[src/design/sfcap_pkg.sv]
// Package: constants for the serial flash command/address front end
package sfcap_pkg;

  localparam int unsigned CLK_MHZ          = 200;
  localparam int unsigned SEL_DELAY_US     = 1000;
  localparam int unsigned WRITE_DELAY_US   = 20000;
  localparam int unsigned SEL_DELAY_CYC    = SEL_DELAY_US * CLK_MHZ;
  localparam int unsigned WRITE_DELAY_CYC  = WRITE_DELAY_US * CLK_MHZ;

  localparam int unsigned PAGE_W   = 10;
  localparam int unsigned BYTE_W   = 9;
  localparam int unsigned ADDR_W   = 24;
  localparam int unsigned PAGE_LSB = 9;
  localparam int unsigned PAGE_HI7 = 3;
  localparam int unsigned PAGE_MSB = 9;
  localparam int unsigned CNT_W    = 6;
  localparam int unsigned OP_BITS  = 8;
  localparam int unsigned ADDR_BITS = 32;
  localparam int unsigned DUMMY1_BITS = 40;
  localparam int unsigned DUMMY4_BITS = 64;

  localparam logic [7:0] OP_RD_ARRAY  = 8'h03;
  localparam logic [7:0] OP_RD_FAST   = 8'h0B;
  localparam logic [7:0] OP_BLK_ERASE = 8'h50;
  localparam logic [7:0] OP_PG_XFER   = 8'h53;
  localparam logic [7:0] OP_PG_REWR   = 8'h58;
  localparam logic [7:0] OP_PG_CMP    = 8'h60;
  localparam logic [7:0] OP_SEC_RD    = 8'h77;
  localparam logic [7:0] OP_SECT_ERS  = 8'h7C;
  localparam logic [7:0] OP_PG_ERASE  = 8'h81;
  localparam logic [7:0] OP_PG_PROG   = 8'h82;
  localparam logic [7:0] OP_BUF_PROG  = 8'h83;
  localparam logic [7:0] OP_BUF_WR    = 8'h84;
  localparam logic [7:0] OP_BUF_PGNE  = 8'h88;
  localparam logic [7:0] OP_ID_RD     = 8'h9F;
  localparam logic [7:0] OP_DEEP_PD   = 8'hB9;
  localparam logic [7:0] OP_RESUME    = 8'hAB;
  localparam logic [7:0] OP_BUF_RD_LO = 8'hD1;
  localparam logic [7:0] OP_PG_RD     = 8'hD2;
  localparam logic [7:0] OP_BUF_RD_HI = 8'hD4;
  localparam logic [7:0] OP_STAT_RD   = 8'hD7;
  localparam logic [7:0] OP_CONT_RD   = 8'hE8;

  // Which address fields an opcode decodes
  typedef enum logic [2:0] {
    SFCAP_F_NONE, SFCAP_F_PAGE, SFCAP_F_PAGE7, SFCAP_F_PAGE1,
    SFCAP_F_BYTE, SFCAP_F_BOTH, SFCAP_F_DONTCARE
  } sfcap_field_t;

endpackage : sfcap_pkg

[src/design/sfcap_shift_if.sv]
// Interface: sampled pin levels and shift events between front end and shifter
interface sfcap_shift_if;
  logic       clr;
  logic       shift;
  logic       bit_in;
  logic [5:0] count;
  logic [7:0] opcode;
  logic [23:0] addr;
  modport ctrl (output clr, output shift, output bit_in,
                input count, input opcode, input addr);
  modport shf  (input clr, input shift, input bit_in,
                output count, output opcode, output addr);
endinterface : sfcap_shift_if

[src/design/sfcap_shifter.sv]
// Module: MSB-first shift register for opcode and address bytes
module sfcap_shifter
  import sfcap_pkg::*;
(
  input  wire logic    mclk,
  input  wire logic    sys_rst,
  sfcap_shift_if.shf   bus
);

  typedef struct packed {
    logic [5:0]  count;
    logic [7:0]  opcode;
    logic [23:0] addr;
  } sfcap_shf_state_t;

  sfcap_shf_state_t s_q, s_d;

  always_comb begin
    s_d = s_q;
    if (bus.clr) begin
      s_d = '0;
    end else if (bus.shift) begin
      if (s_q.count < CNT_W'(OP_BITS)) begin
        s_d.opcode = {s_q.opcode[6:0], bus.bit_in};
      end else if (s_q.count < CNT_W'(ADDR_BITS)) begin
        s_d.addr = {s_q.addr[22:0], bus.bit_in};
      end
      if (s_q.count != '1) begin
        s_d.count = s_q.count + CNT_W'(1);
      end
    end
  end

  always_ff @(posedge mclk) begin
    if (sys_rst) begin
      s_q <= '0;
    end else begin
      s_q <= s_d;
    end
  end

  assign bus.count  = s_q.count;
  assign bus.opcode = s_q.opcode;
  assign bus.addr   = s_q.addr;

endmodule : sfcap_shifter

[src/design/sfcap_front.sv]
// Module: command frame decoder and power-on gating for a serial flash
// Behaviour
// - Three address bytes follow the opcode: five reserved bits, 10 page bits, 9 byte bits; reserved bits are ignored.
// - Opcodes 53h 58h 60h 81h 83h 88h decode the page only, 50h the upper seven page bits, 7Ch the top page bit.
// - Opcodes 84h D1h D4h decode the byte field only, and 77h ignores every address bit.
// - One dummy byte follows the address for 0Bh and D4h, four for D2h and E8h; 9Fh B9h ABh D7h carry no address.
// - After reset the block assumes clock mode 3 and keeps its data output undriven.
// - An instruction is only interpreted after a falling edge of chip select.
// - Each falling edge of chip select seen in the idle state, outside power-on reset, samples the idle clock level to choose mode 0 or mode 3.
// - While power-on reset holds, nothing is done and no command is answered.
// - Once power-up completes the block sits in standby.
module sfcap_front
  import sfcap_pkg::*;
#(
  parameter int unsigned SEL_DELAY   = SEL_DELAY_CYC,
  parameter int unsigned WRITE_DELAY = WRITE_DELAY_CYC
) (
  input  wire logic               mclk,
  input  wire logic               sys_rst,
  input  wire logic               por_active,
  input  wire logic               cs_n,
  input  wire logic               sck,
  input  wire logic               si,
  output logic                    so,
  output logic                    so_oe,
  output logic                    mode0,
  output logic                    standby,
  output logic                    read_ready,
  output logic                    write_ready,
  output logic                    cmd_valid,
  output logic [7:0]              cmd_opcode,
  output logic [PAGE_W-1:0]       cmd_page,
  output logic [BYTE_W-1:0]       cmd_byte,
  output logic [2:0]              cmd_field,
  output logic [2:0]              cmd_dummy
);

  // ------------------------------------------------------------
  // Pin synchronisers
  // ------------------------------------------------------------
  logic [1:0] cs_sy, sck_sy, si_sy, por_sy;

  always_ff @(posedge mclk) begin
    if (sys_rst) begin
      cs_sy  <= 2'b11;
      sck_sy <= 2'b11;
      si_sy  <= 2'b00;
      por_sy <= 2'b11;
    end else begin
      cs_sy  <= {cs_sy[0], cs_n};
      sck_sy <= {sck_sy[0], sck};
      si_sy  <= {si_sy[0], si};
      por_sy <= {por_sy[0], por_active};
    end
  end

  wire cs_s  = cs_sy[1];
  wire sck_s = sck_sy[1];
  wire si_s  = si_sy[1];
  wire por_s = por_sy[1];

  // ------------------------------------------------------------
  // Frame state
  // ------------------------------------------------------------
  typedef enum logic [1:0] {SFCAP_ST_POR, SFCAP_ST_IDLE, SFCAP_ST_FRAME, SFCAP_ST_DONE}
    sfcap_state_t;

  typedef struct packed {
    sfcap_state_t       st;
    logic               cs_prev;
    logic               sck_prev;
    logic               mode0;
    logic [31:0]        tmr;
    logic               read_ready;
    logic               write_ready;
    logic               cmd_valid;
    logic [7:0]         op;
    logic [PAGE_W-1:0]  page;
    logic [BYTE_W-1:0]  byte_f;
    logic [2:0]         field;
    logic [2:0]         dummy;
  } sfcap_front_t;

  sfcap_front_t r_q, r_d;
  sfcap_shift_if sh ();

  sfcap_shifter u_shf (
    .mclk    (mclk),
    .sys_rst (sys_rst),
    .bus     (sh)
  );

  function automatic sfcap_field_t field_of(input logic [7:0] op);
    case (op)
      OP_PG_XFER, OP_PG_REWR, OP_PG_CMP, OP_PG_ERASE,
      OP_BUF_PROG, OP_BUF_PGNE:             field_of = SFCAP_F_PAGE;
      OP_BLK_ERASE:                         field_of = SFCAP_F_PAGE7;
      OP_SECT_ERS:                          field_of = SFCAP_F_PAGE1;
      OP_BUF_WR, OP_BUF_RD_LO, OP_BUF_RD_HI: field_of = SFCAP_F_BYTE;
      OP_SEC_RD:                            field_of = SFCAP_F_DONTCARE;
      OP_ID_RD, OP_DEEP_PD, OP_RESUME,
      OP_STAT_RD:                           field_of = SFCAP_F_NONE;
      default:                              field_of = SFCAP_F_BOTH;
    endcase
  endfunction : field_of

  function automatic logic [2:0] dummy_of(input logic [7:0] op);
    case (op)
      OP_RD_FAST, OP_BUF_RD_HI: dummy_of = 3'h1;
      OP_PG_RD, OP_CONT_RD:     dummy_of = 3'h4;
      default:                  dummy_of = 3'h0;
    endcase
  endfunction : dummy_of

  logic        cs_fall, sck_edge;
  logic [23:0] a;
  logic [5:0]  need;
  sfcap_field_t f;

  always_comb begin
    r_d        = r_q;
    r_d.cs_prev  = cs_s;
    r_d.sck_prev = sck_s;
    r_d.cmd_valid = 1'b0;
    cs_fall    = r_q.cs_prev & ~cs_s;
    // Sample on rising SCK in both modes
    sck_edge   = ~r_q.sck_prev & sck_s;
    a          = sh.addr;
    f          = field_of(sh.opcode);
    need       = (f == SFCAP_F_NONE) ? CNT_W'(OP_BITS) : CNT_W'(ADDR_BITS);
    sh.clr     = 1'b0;
    sh.shift   = 1'b0;
    sh.bit_in  = si_s;
    if (r_q.tmr != '1) begin
      r_d.tmr = r_q.tmr + 32'h0000_0001;
    end
    r_d.read_ready  = r_q.tmr >= SEL_DELAY;
    r_d.write_ready = r_q.tmr >= WRITE_DELAY;
    case (r_q.st)
      SFCAP_ST_POR: begin
        r_d.tmr = '0;
        r_d.read_ready  = 1'b0;
        r_d.write_ready = 1'b0;
        if (!por_s) begin
          r_d.st = SFCAP_ST_IDLE;
        end
      end
      SFCAP_ST_IDLE: begin
        if (cs_fall) begin
          r_d.mode0 = ~sck_s;
          sh.clr    = 1'b1;
          r_d.st    = SFCAP_ST_FRAME;
        end
      end
      SFCAP_ST_FRAME: begin
        if (cs_s) begin
          r_d.st = SFCAP_ST_IDLE;
        end else if (sh.count >= CNT_W'(OP_BITS) && sh.count == need) begin
          r_d.op     = sh.opcode;
          r_d.field  = f;
          r_d.dummy  = dummy_of(sh.opcode);
          r_d.page   = '0;
          r_d.byte_f = '0;
          case (f)
            SFCAP_F_PAGE:  r_d.page = a[PAGE_LSB +: PAGE_W];
            SFCAP_F_PAGE7: r_d.page = {a[PAGE_LSB+PAGE_HI7 +: PAGE_W-PAGE_HI7],
                                       PAGE_HI7'(0)};
            SFCAP_F_PAGE1: r_d.page = {a[PAGE_LSB+PAGE_MSB], (PAGE_W-1)'(0)};
            SFCAP_F_BYTE:  r_d.byte_f = a[BYTE_W-1:0];
            SFCAP_F_BOTH: begin
              r_d.page   = a[PAGE_LSB +: PAGE_W];
              r_d.byte_f = a[BYTE_W-1:0];
            end
            default: ;
          endcase
          r_d.cmd_valid = 1'b1;
          r_d.st = SFCAP_ST_DONE;
        end else if (sck_edge) begin
          sh.shift = 1'b1;
        end
      end
      SFCAP_ST_DONE: begin
        if (cs_s) begin
          r_d.st = SFCAP_ST_IDLE;
        end
      end
      default: r_d.st = SFCAP_ST_POR;
    endcase
    if (por_s) begin
      r_d.st        = SFCAP_ST_POR;
      r_d.cmd_valid = 1'b0;
      r_d.mode0     = 1'b0;
    end
  end

  always_ff @(posedge mclk) begin
    if (sys_rst) begin
      r_q          <= '0;
      r_q.st       <= SFCAP_ST_POR;
      r_q.cs_prev  <= 1'b1;
      r_q.sck_prev <= 1'b1;
      r_q.mode0    <= 1'b0;
    end else begin
      r_q <= r_d;
    end
  end

  // ------------------------------------------------------------
  // Outputs
  // ------------------------------------------------------------
  logic so_q, so_oe_q, standby_q;

  always_ff @(posedge mclk) begin
    if (sys_rst) begin
      so_q      <= 1'b0;
      so_oe_q   <= 1'b0;
      standby_q <= 1'b0;
    end else begin
      so_q      <= 1'b0;
      so_oe_q   <= 1'b0;
      standby_q <= (r_q.st == SFCAP_ST_IDLE);
    end
  end

  assign so          = so_q;
  assign so_oe       = so_oe_q;
  assign standby     = standby_q;
  assign mode0       = r_q.mode0;
  assign read_ready  = r_q.read_ready;
  assign write_ready = r_q.write_ready;
  assign cmd_valid   = r_q.cmd_valid;
  assign cmd_opcode  = r_q.op;
  assign cmd_page    = r_q.page;
  assign cmd_byte    = r_q.byte_f;
  assign cmd_field   = r_q.field;
  assign cmd_dummy   = r_q.dummy;

endmodule : sfcap_front

[config.mk]
export PLATFORM = sky130hd
export DESIGN_NAME = sfcap_front
export DESIGN_NICKNAME = d
export VERILOG_FILES = /design/src/design/sfcap_pkg.sv /design/src/design/sfcap_shift_if.sv /design/src/design/sfcap_shifter.sv /design/src/design/sfcap_front.sv
export SDC_FILE = /design/constraint.sdc
export NUM_CORES = 1
export LEC_CHECK = 0
export BUFFER_PORTS_ARGS = -buffer_cell sky130_fd_sc_hd__buf_2
export CELL_PAD_IN_SITES_DETAIL_PLACEMENT = 1
export CELL_PAD_IN_SITES_GLOBAL_PLACEMENT = 1
export CORE_ASPECT_RATIO = 0.75
export CORE_MARGIN = 5
export CORE_UTILIZATION = 46
export DETAILED_ROUTE_END_ITERATION = 10
export PLACE_DENSITY_LB_ADDON = 0.1
export SETUP_SLACK_MARGIN = 0.05
export SLEW_MARGIN = 10
export SYNTH_ARGS = -nofsm -noshare
export SYNTH_HDL_FRONTEND = slang
export SYNTH_SLANG_ARGS = --single-unit
[constraint.sdc]
create_clock -name mclk -period 3.2 [get_ports mclk]
set_input_delay 0.16 -clock mclk [delete_from_list [all_inputs] [get_ports mclk]]
set_output_delay 0.16 -clock mclk [all_outputs]
set_load 0.005 [all_outputs]
; ---- After elaboration in Yosys (flattened, before gate mapping)
; Cells that the tools add are included.
[totals]
reg_bits = 115
elab_cells = 105
output_inout_bits = 40
[classes]
reduce_logical = 20
bitwise_logic = 7
n_mux = 17
addsub = 2
magnitude_cmp = 5
n_eq_ne = 33
[op_table]
columns = cell, count
row1 = "equality test 8 bit, second input constant", 12
row2 = "equality test 8 x 7 -> 1 bit, second input constant", 6
row3 = 2-to-1 mux 34 bit, 1
row4 = "adder 32 x 1 -> 32 bit, second input constant", 1
row5 = "greater-or-equal comparator 32 x 18 -> 1 bit, second input constant", 1
row6 = "greater-or-equal comparator 32 x 22 -> 1 bit, second input constant", 1
row7 = "inequality test 32 bit, second input constant", 1
row8 = case mux 10 bit (3 select lines), 1
row9 = case mux 3 bit (6 select lines), 1
row10 = OR reduction 2 bit, 7
row11 = 2-to-1 mux 9 bit, 1
row12 = AND reduction 3 bit, 3
row13 = "equality test 8 x 4 -> 1 bit, second input constant", 1
row14 = 2-to-1 mux 2 bit, 4
row15 = case mux 2 bit (4 select lines), 1
row16 = OR reduction 4 bit, 2
row17 = "adder 6 x 1 -> 6 bit, second input constant", 1
row18 = "equality test 3 x 2 -> 1 bit, second input constant", 2
row19 = "equality test 3 bit, second input constant", 2
row20 = equality test 6 bit, 1
row21 = "greater-or-equal comparator 6 x 4 -> 1 bit, second input constant", 1
row22 = "less-than comparator 6 x 4 -> 1 bit, second input constant", 1
row23 = "less-than comparator 6 bit, second input constant", 1
row24 = 2-to-1 mux 1 bit, 6
row25 = 16 further kinds, 25

; ---- Logic depth before layout (Yosys ltp)
[depth]
ltp_word = 11
depth_mapped = 10

; ---- Hierarchy
; From an unflattened synthesis, not the netlist that was laid out.
[unflattened]
cells_unflattened = 669
hier_area_um2 = 5796.8
[modules_own_cells]
columns = mod, seq_area_each_um2, n_inst, area_per_inst_um2, cells_each
row1 = sfcap_front, 1621.6, 1, 4232.8, 486
row2 = sfcap_shifter, 760.7, 1, 1564.0, 183

; ---- Worst setup path before layout
; No wires, ideal clock.
[synth_path]
kind = flip-flop to flip-flop
start = reg u_shf.s_q (netlist bit u_shf.bus.opcode[5])
end = reg r_q (netlist bit cmd_byte[5])
setup_ns = 0.117
path_slack_ns = 0.934
t_required_ns = 3.083
period_less_slack_ns = 2.266
stages_incl_launch_ff = 8
arrival_ns = 2.149
path_cell_list = dfxtp_1 -> or3b_1 -> a2111oi_4 -> o211ai_1 -> a21oi_4 -> nor2_2 -> buf_2 -> a22o_1
[synth_between]
elab_chain_len = 8
elab_cells_between_ends = 29
cone_classes = eq/ne: 19 / mux: 3 / reduce/logical: 7
[synth_rtl]
columns = item, line
row1 = start: declaration, sfcap_shifter.sv:16  ; sfcap_shf_state_t s_q, s_d;
row2 = start signal: assignment, sfcap_shifter.sv:36  ; s_q <= '0;
row3 = start signal: assignment, sfcap_shifter.sv:38  ; s_q <= s_d;
row4 = equality test 8 x 7 -> 1 bit or equality test 8 bit (tied branches), sfcap_front.sv:94  ; case (op)
row5 = "OR reduction 6 bit, or another cell as far along", sfcap_front.sv:94
row6 = case mux 3 bit (6 select lines) (*), sfcap_front.sv:94
row7 = logical NOT 3 bit, sfcap_front.sv:130  ; need = (f == SFCAP_F_NONE) ? CNT_W'(OP_BITS) : CNT_W'(ADDR_BITS);
row8 = 2-to-1 mux 6 bit, sfcap_front.sv:130
row9 = equality test 6 bit, sfcap_front.sv:158  ; end else if (sh.count >= CNT_W'(OP_BITS) && sh.count == need) begin
row10 = logical AND 1 bit, sfcap_front.sv:158
row11 = AND reduction 3 bit (no source line), -
row12 = end signal: assignment, sfcap_front.sv:204  ; r_q <= r_d;
row13 = end: declaration, sfcap_front.sv:84  ; sfcap_front_t r_q, r_d;
; Every way passes the cells marked *; elsewhere a longest branch is shown, timed or not.
; A chain may end at the register's enable or synchronous reset.

; ---- Final worst setup path
[layout_path]
start = reg u_shf.s_q (netlist bit u_shf.bus.opcode[6])
end = reg r_q (netlist bit cmd_byte[7])
; Same word-level chain as after synthesis.

==> flow_metrics.env <==
export IMPL_status="completed"
export IMPL_io_buffers=42
export IMPL_async_reset_ff_share_pct=0
export IMPL_ys_ff_latch=114
export IMPL_worstHoldPathType="in2reg"
export IMPL_grt_pass1_vias=4068
export IMPL_ys_seq_area_share_pct=42.66
export IMPL_fin_crit_ps=2872
export IMPL_cts_htree_levels=4
export IMPL_hold_path_startpoint="sys_rst"
export IMPL_rrSetupSlack_ps=330
export IMPL_finalCritPeriodShare_pct=89.76
export IMPL_clk_insertion_delay_late_ps=410
export IMPL_fillerInstances=1319
export IMPL_maxSlewHeadroom_pct=54.25
export IMPL_firstDrtPassIters=4
export IMPL_leakagePower_nw=2.348
export IMPL_gp_congestion=0.8575
export IMPL_final_max_slew_viol_count=0
export IMPL_final_cell_mix="dfxtp_1, nor2_1, buf_2"
export IMPL_die_area_um2=13910
export IMPL_grt_start_max_net_pins=40
export IMPL_synthesis_area_um2=5350
export IMPL_yosys_most_used_dff="dfxtp_1"
export IMPL_grt_pass1_wl_um=20900
export IMPL_clock_fmax_mhz=348.2
export IMPL_finalHoldViolCount=0
export IMPL_start_kind="flip-flop"
export IMPL_dp_hpwl_um=8364
export IMPL_viasPerCell=5.436
export IMPL_fp_dieW_um=134.5
export IMPL_syn_to_final_growth_pct=13.40
export IMPL_cts_tree="built"
export IMPL_clk_path_buf_depth=2
export IMPL_cp_end_kind="flip-flop"
export IMPL_r2r_end="cmd_byte[7]"
export IMPL_yosysWarnings=0
export IMPL_grt_use_total_pct=18.88
export IMPL_tns_ps=0
export IMPL_postCtsSetupBuffers=0
export IMPL_drive_above_1_share_pct=17.61
export IMPL_max_cap_violations=0
export IMPL_num_io_pins=46
export IMPL_avgSynthCellArea_um2=9.177
export IMPL_worstSetupPathType="reg2reg"
export IMPL_synth_edff_count=0
export IMPL_setup_viol=0
export IMPL_route_detailed_drc=0
export IMPL_worst_slew_pin_slew_ps=686.2
export IMPL_total_power_mw=3.405
export IMPL_ir_worst_vdd_mv=0.4745
export IMPL_antennaDiodeCount=0
export IMPL_cp_max_fo=15
export IMPL_holdPathEnd="cmd_opcode[3]"
export IMPL_yosysUniqueCellTypes=61
export IMPL_routedWlPerCell_um=16.71
export IMPL_crit_required_ps=3540
export IMPL_power_density_nw_per_um2=561.2
export IMPL_synth_cells=583
export IMPL_antenna_left=0
export IMPL_vias=4055
export IMPL_drt_iter0_drc=197
export IMPL_rsz0062_at_grt="false"
export IMPL_start_util_pct=46.58
export IMPL_cts_root_buf="clkbuf_16"
export IMPL_core_um2=11490
export IMPL_totalWireLength_um=12470
export IMPL_cp_data_arrival_time_ps=3220
export IMPL_gr_total_overflow=0
export IMPL_r2r_start="u_shf.bus.opcode[6]"
export IMPL_fin_worst_skew_ps=11.42
export IMPL_numCtsBuffers=17
export IMPL_placementRows=34
export IMPL_reg2regPathDepth=6
export IMPL_final_nets=604
export IMPL_min_path_cells=2
export IMPL_grt_antenna_before_repair=0
export IMPL_clk_pin_slew_worst_paths_ps=60
export IMPL_cts_resized=0
export IMPL_layout_commonest_cell="dfxtp_1"
export IMPL_die_y_um=103.4
export IMPL_cts_sinks=114
through the flow:
stage	hold WS [ps]	setup slack [ps]	instances	instance area, um2	util, %
finish	280.6	327.7	746	6067	52.82
global route	305.5	165.8	746	6067	52.82
CTS	287.3	317.2	746	6067	52.82
detailed placement	346.6	401.3	710	5414	47.14
global placement	346.7	531.2	710	5414	47.14
floorplan	263.8	934.3	585	5358	-
timing repair:
action	CTS	global route
hold buffers	4	0
hold endpoints to repair	4	0
endpoints found under the setup margin	0	0
area by class of cell:
cell class,instances,area [um2],share of cell area (%)
clock buffers,19,452.9,7.465
clock inverters,13,160.2,2.640
inverters,13,48.80,0.8043
multi-input cells,390,2628,43.31
flip-flops and latches,114,2282,37.62
well taps,144,180.2,2.970
repair buffers,53,315.3,5.197
worst max path at each step:
stage / to / from
final: cmd_byte[7] / u_shf.bus.opcode[6]
after global routing: cmd_byte[7] / u_shf.bus.opcode[6]
after CTS: cmd_byte[7] / u_shf.bus.opcode[6]
after detailed placement: cmd_byte[6] / u_shf.bus.opcode[6]
after global placement: cmd_byte[4] / u_shf.bus.opcode[6]
after floorplan: cmd_byte[5] / u_shf.bus.opcode[5]
report_power, final:
group          total, mW  internal [mW]  switching [mW]
Sequential          1.43           1.43         0.00338
Clock               1.94           1.26           0.676
Combinational     0.0376         0.0124          0.0252
logic make-up after synthesis:
kind of cell / share of synthesized area (%)
simple gates: 25.14
flops: 42.66
buf+inv: 8.630
compound gates: 9.144
mux: 7.507
xor+xnor: 4.747
fa+ha+maj: 2.105
other cells: 0.07009
registers in the layout, indices dropped and copies added, names as in the netlist:
signal            count
write_ready           1
cs_sy                 2
u_shf.bus.count       6
cmd_opcode            8
read_ready            1
cmd_field             3
sck_sy                2
cmd_valid             1
u_shf.bus.opcode      8
mode0                 1
r_q                  36
cmd_page             10
standby               1
cmd_dummy             2
u_shf.bus.addr       19
cmd_byte              9
si_sy                 2
por_sy                2
critical path: stages (launching register included):
cell and delay, ps:
dfxtp_1 690, and4b_1 270, a22o_1 270, or4_4 580, a21oi_4 340, and3_1 440, a22o_1 210
synth_stat cells, types with 9 or more instances:
library cell	n	area [um2]
a21oi_1	15	75.07
a22o_1	16	140.1
buf_4	37	277.8
clkbuf_1	26	97.59
dfxtp_1	114	2282
ha_1	9	112.6
inv_1	13	48.80
mux2i_1	39	390.4
nand2_1	25	93.84
nand3_1	16	80.08
nand4_1	11	68.82
nor2_1	87	326.6
nor3_1	10	50.05
nor4_1	11	68.82
o21ai_0	12	60.06
or2_2	11	68.82
xnor2_1	16	140.1
xor2_1	13	113.9
per-layer routing:
layer  wire [um]  part of all wire, %  global-route usage [%]
met5           0                    0                       0
met2        5327                   43                   28.88
met1        6437                   52                   26.45
met3         584                  4.7                   4.352
met4         118                 0.95                   6.573
(Power assumes the default switching activity.)
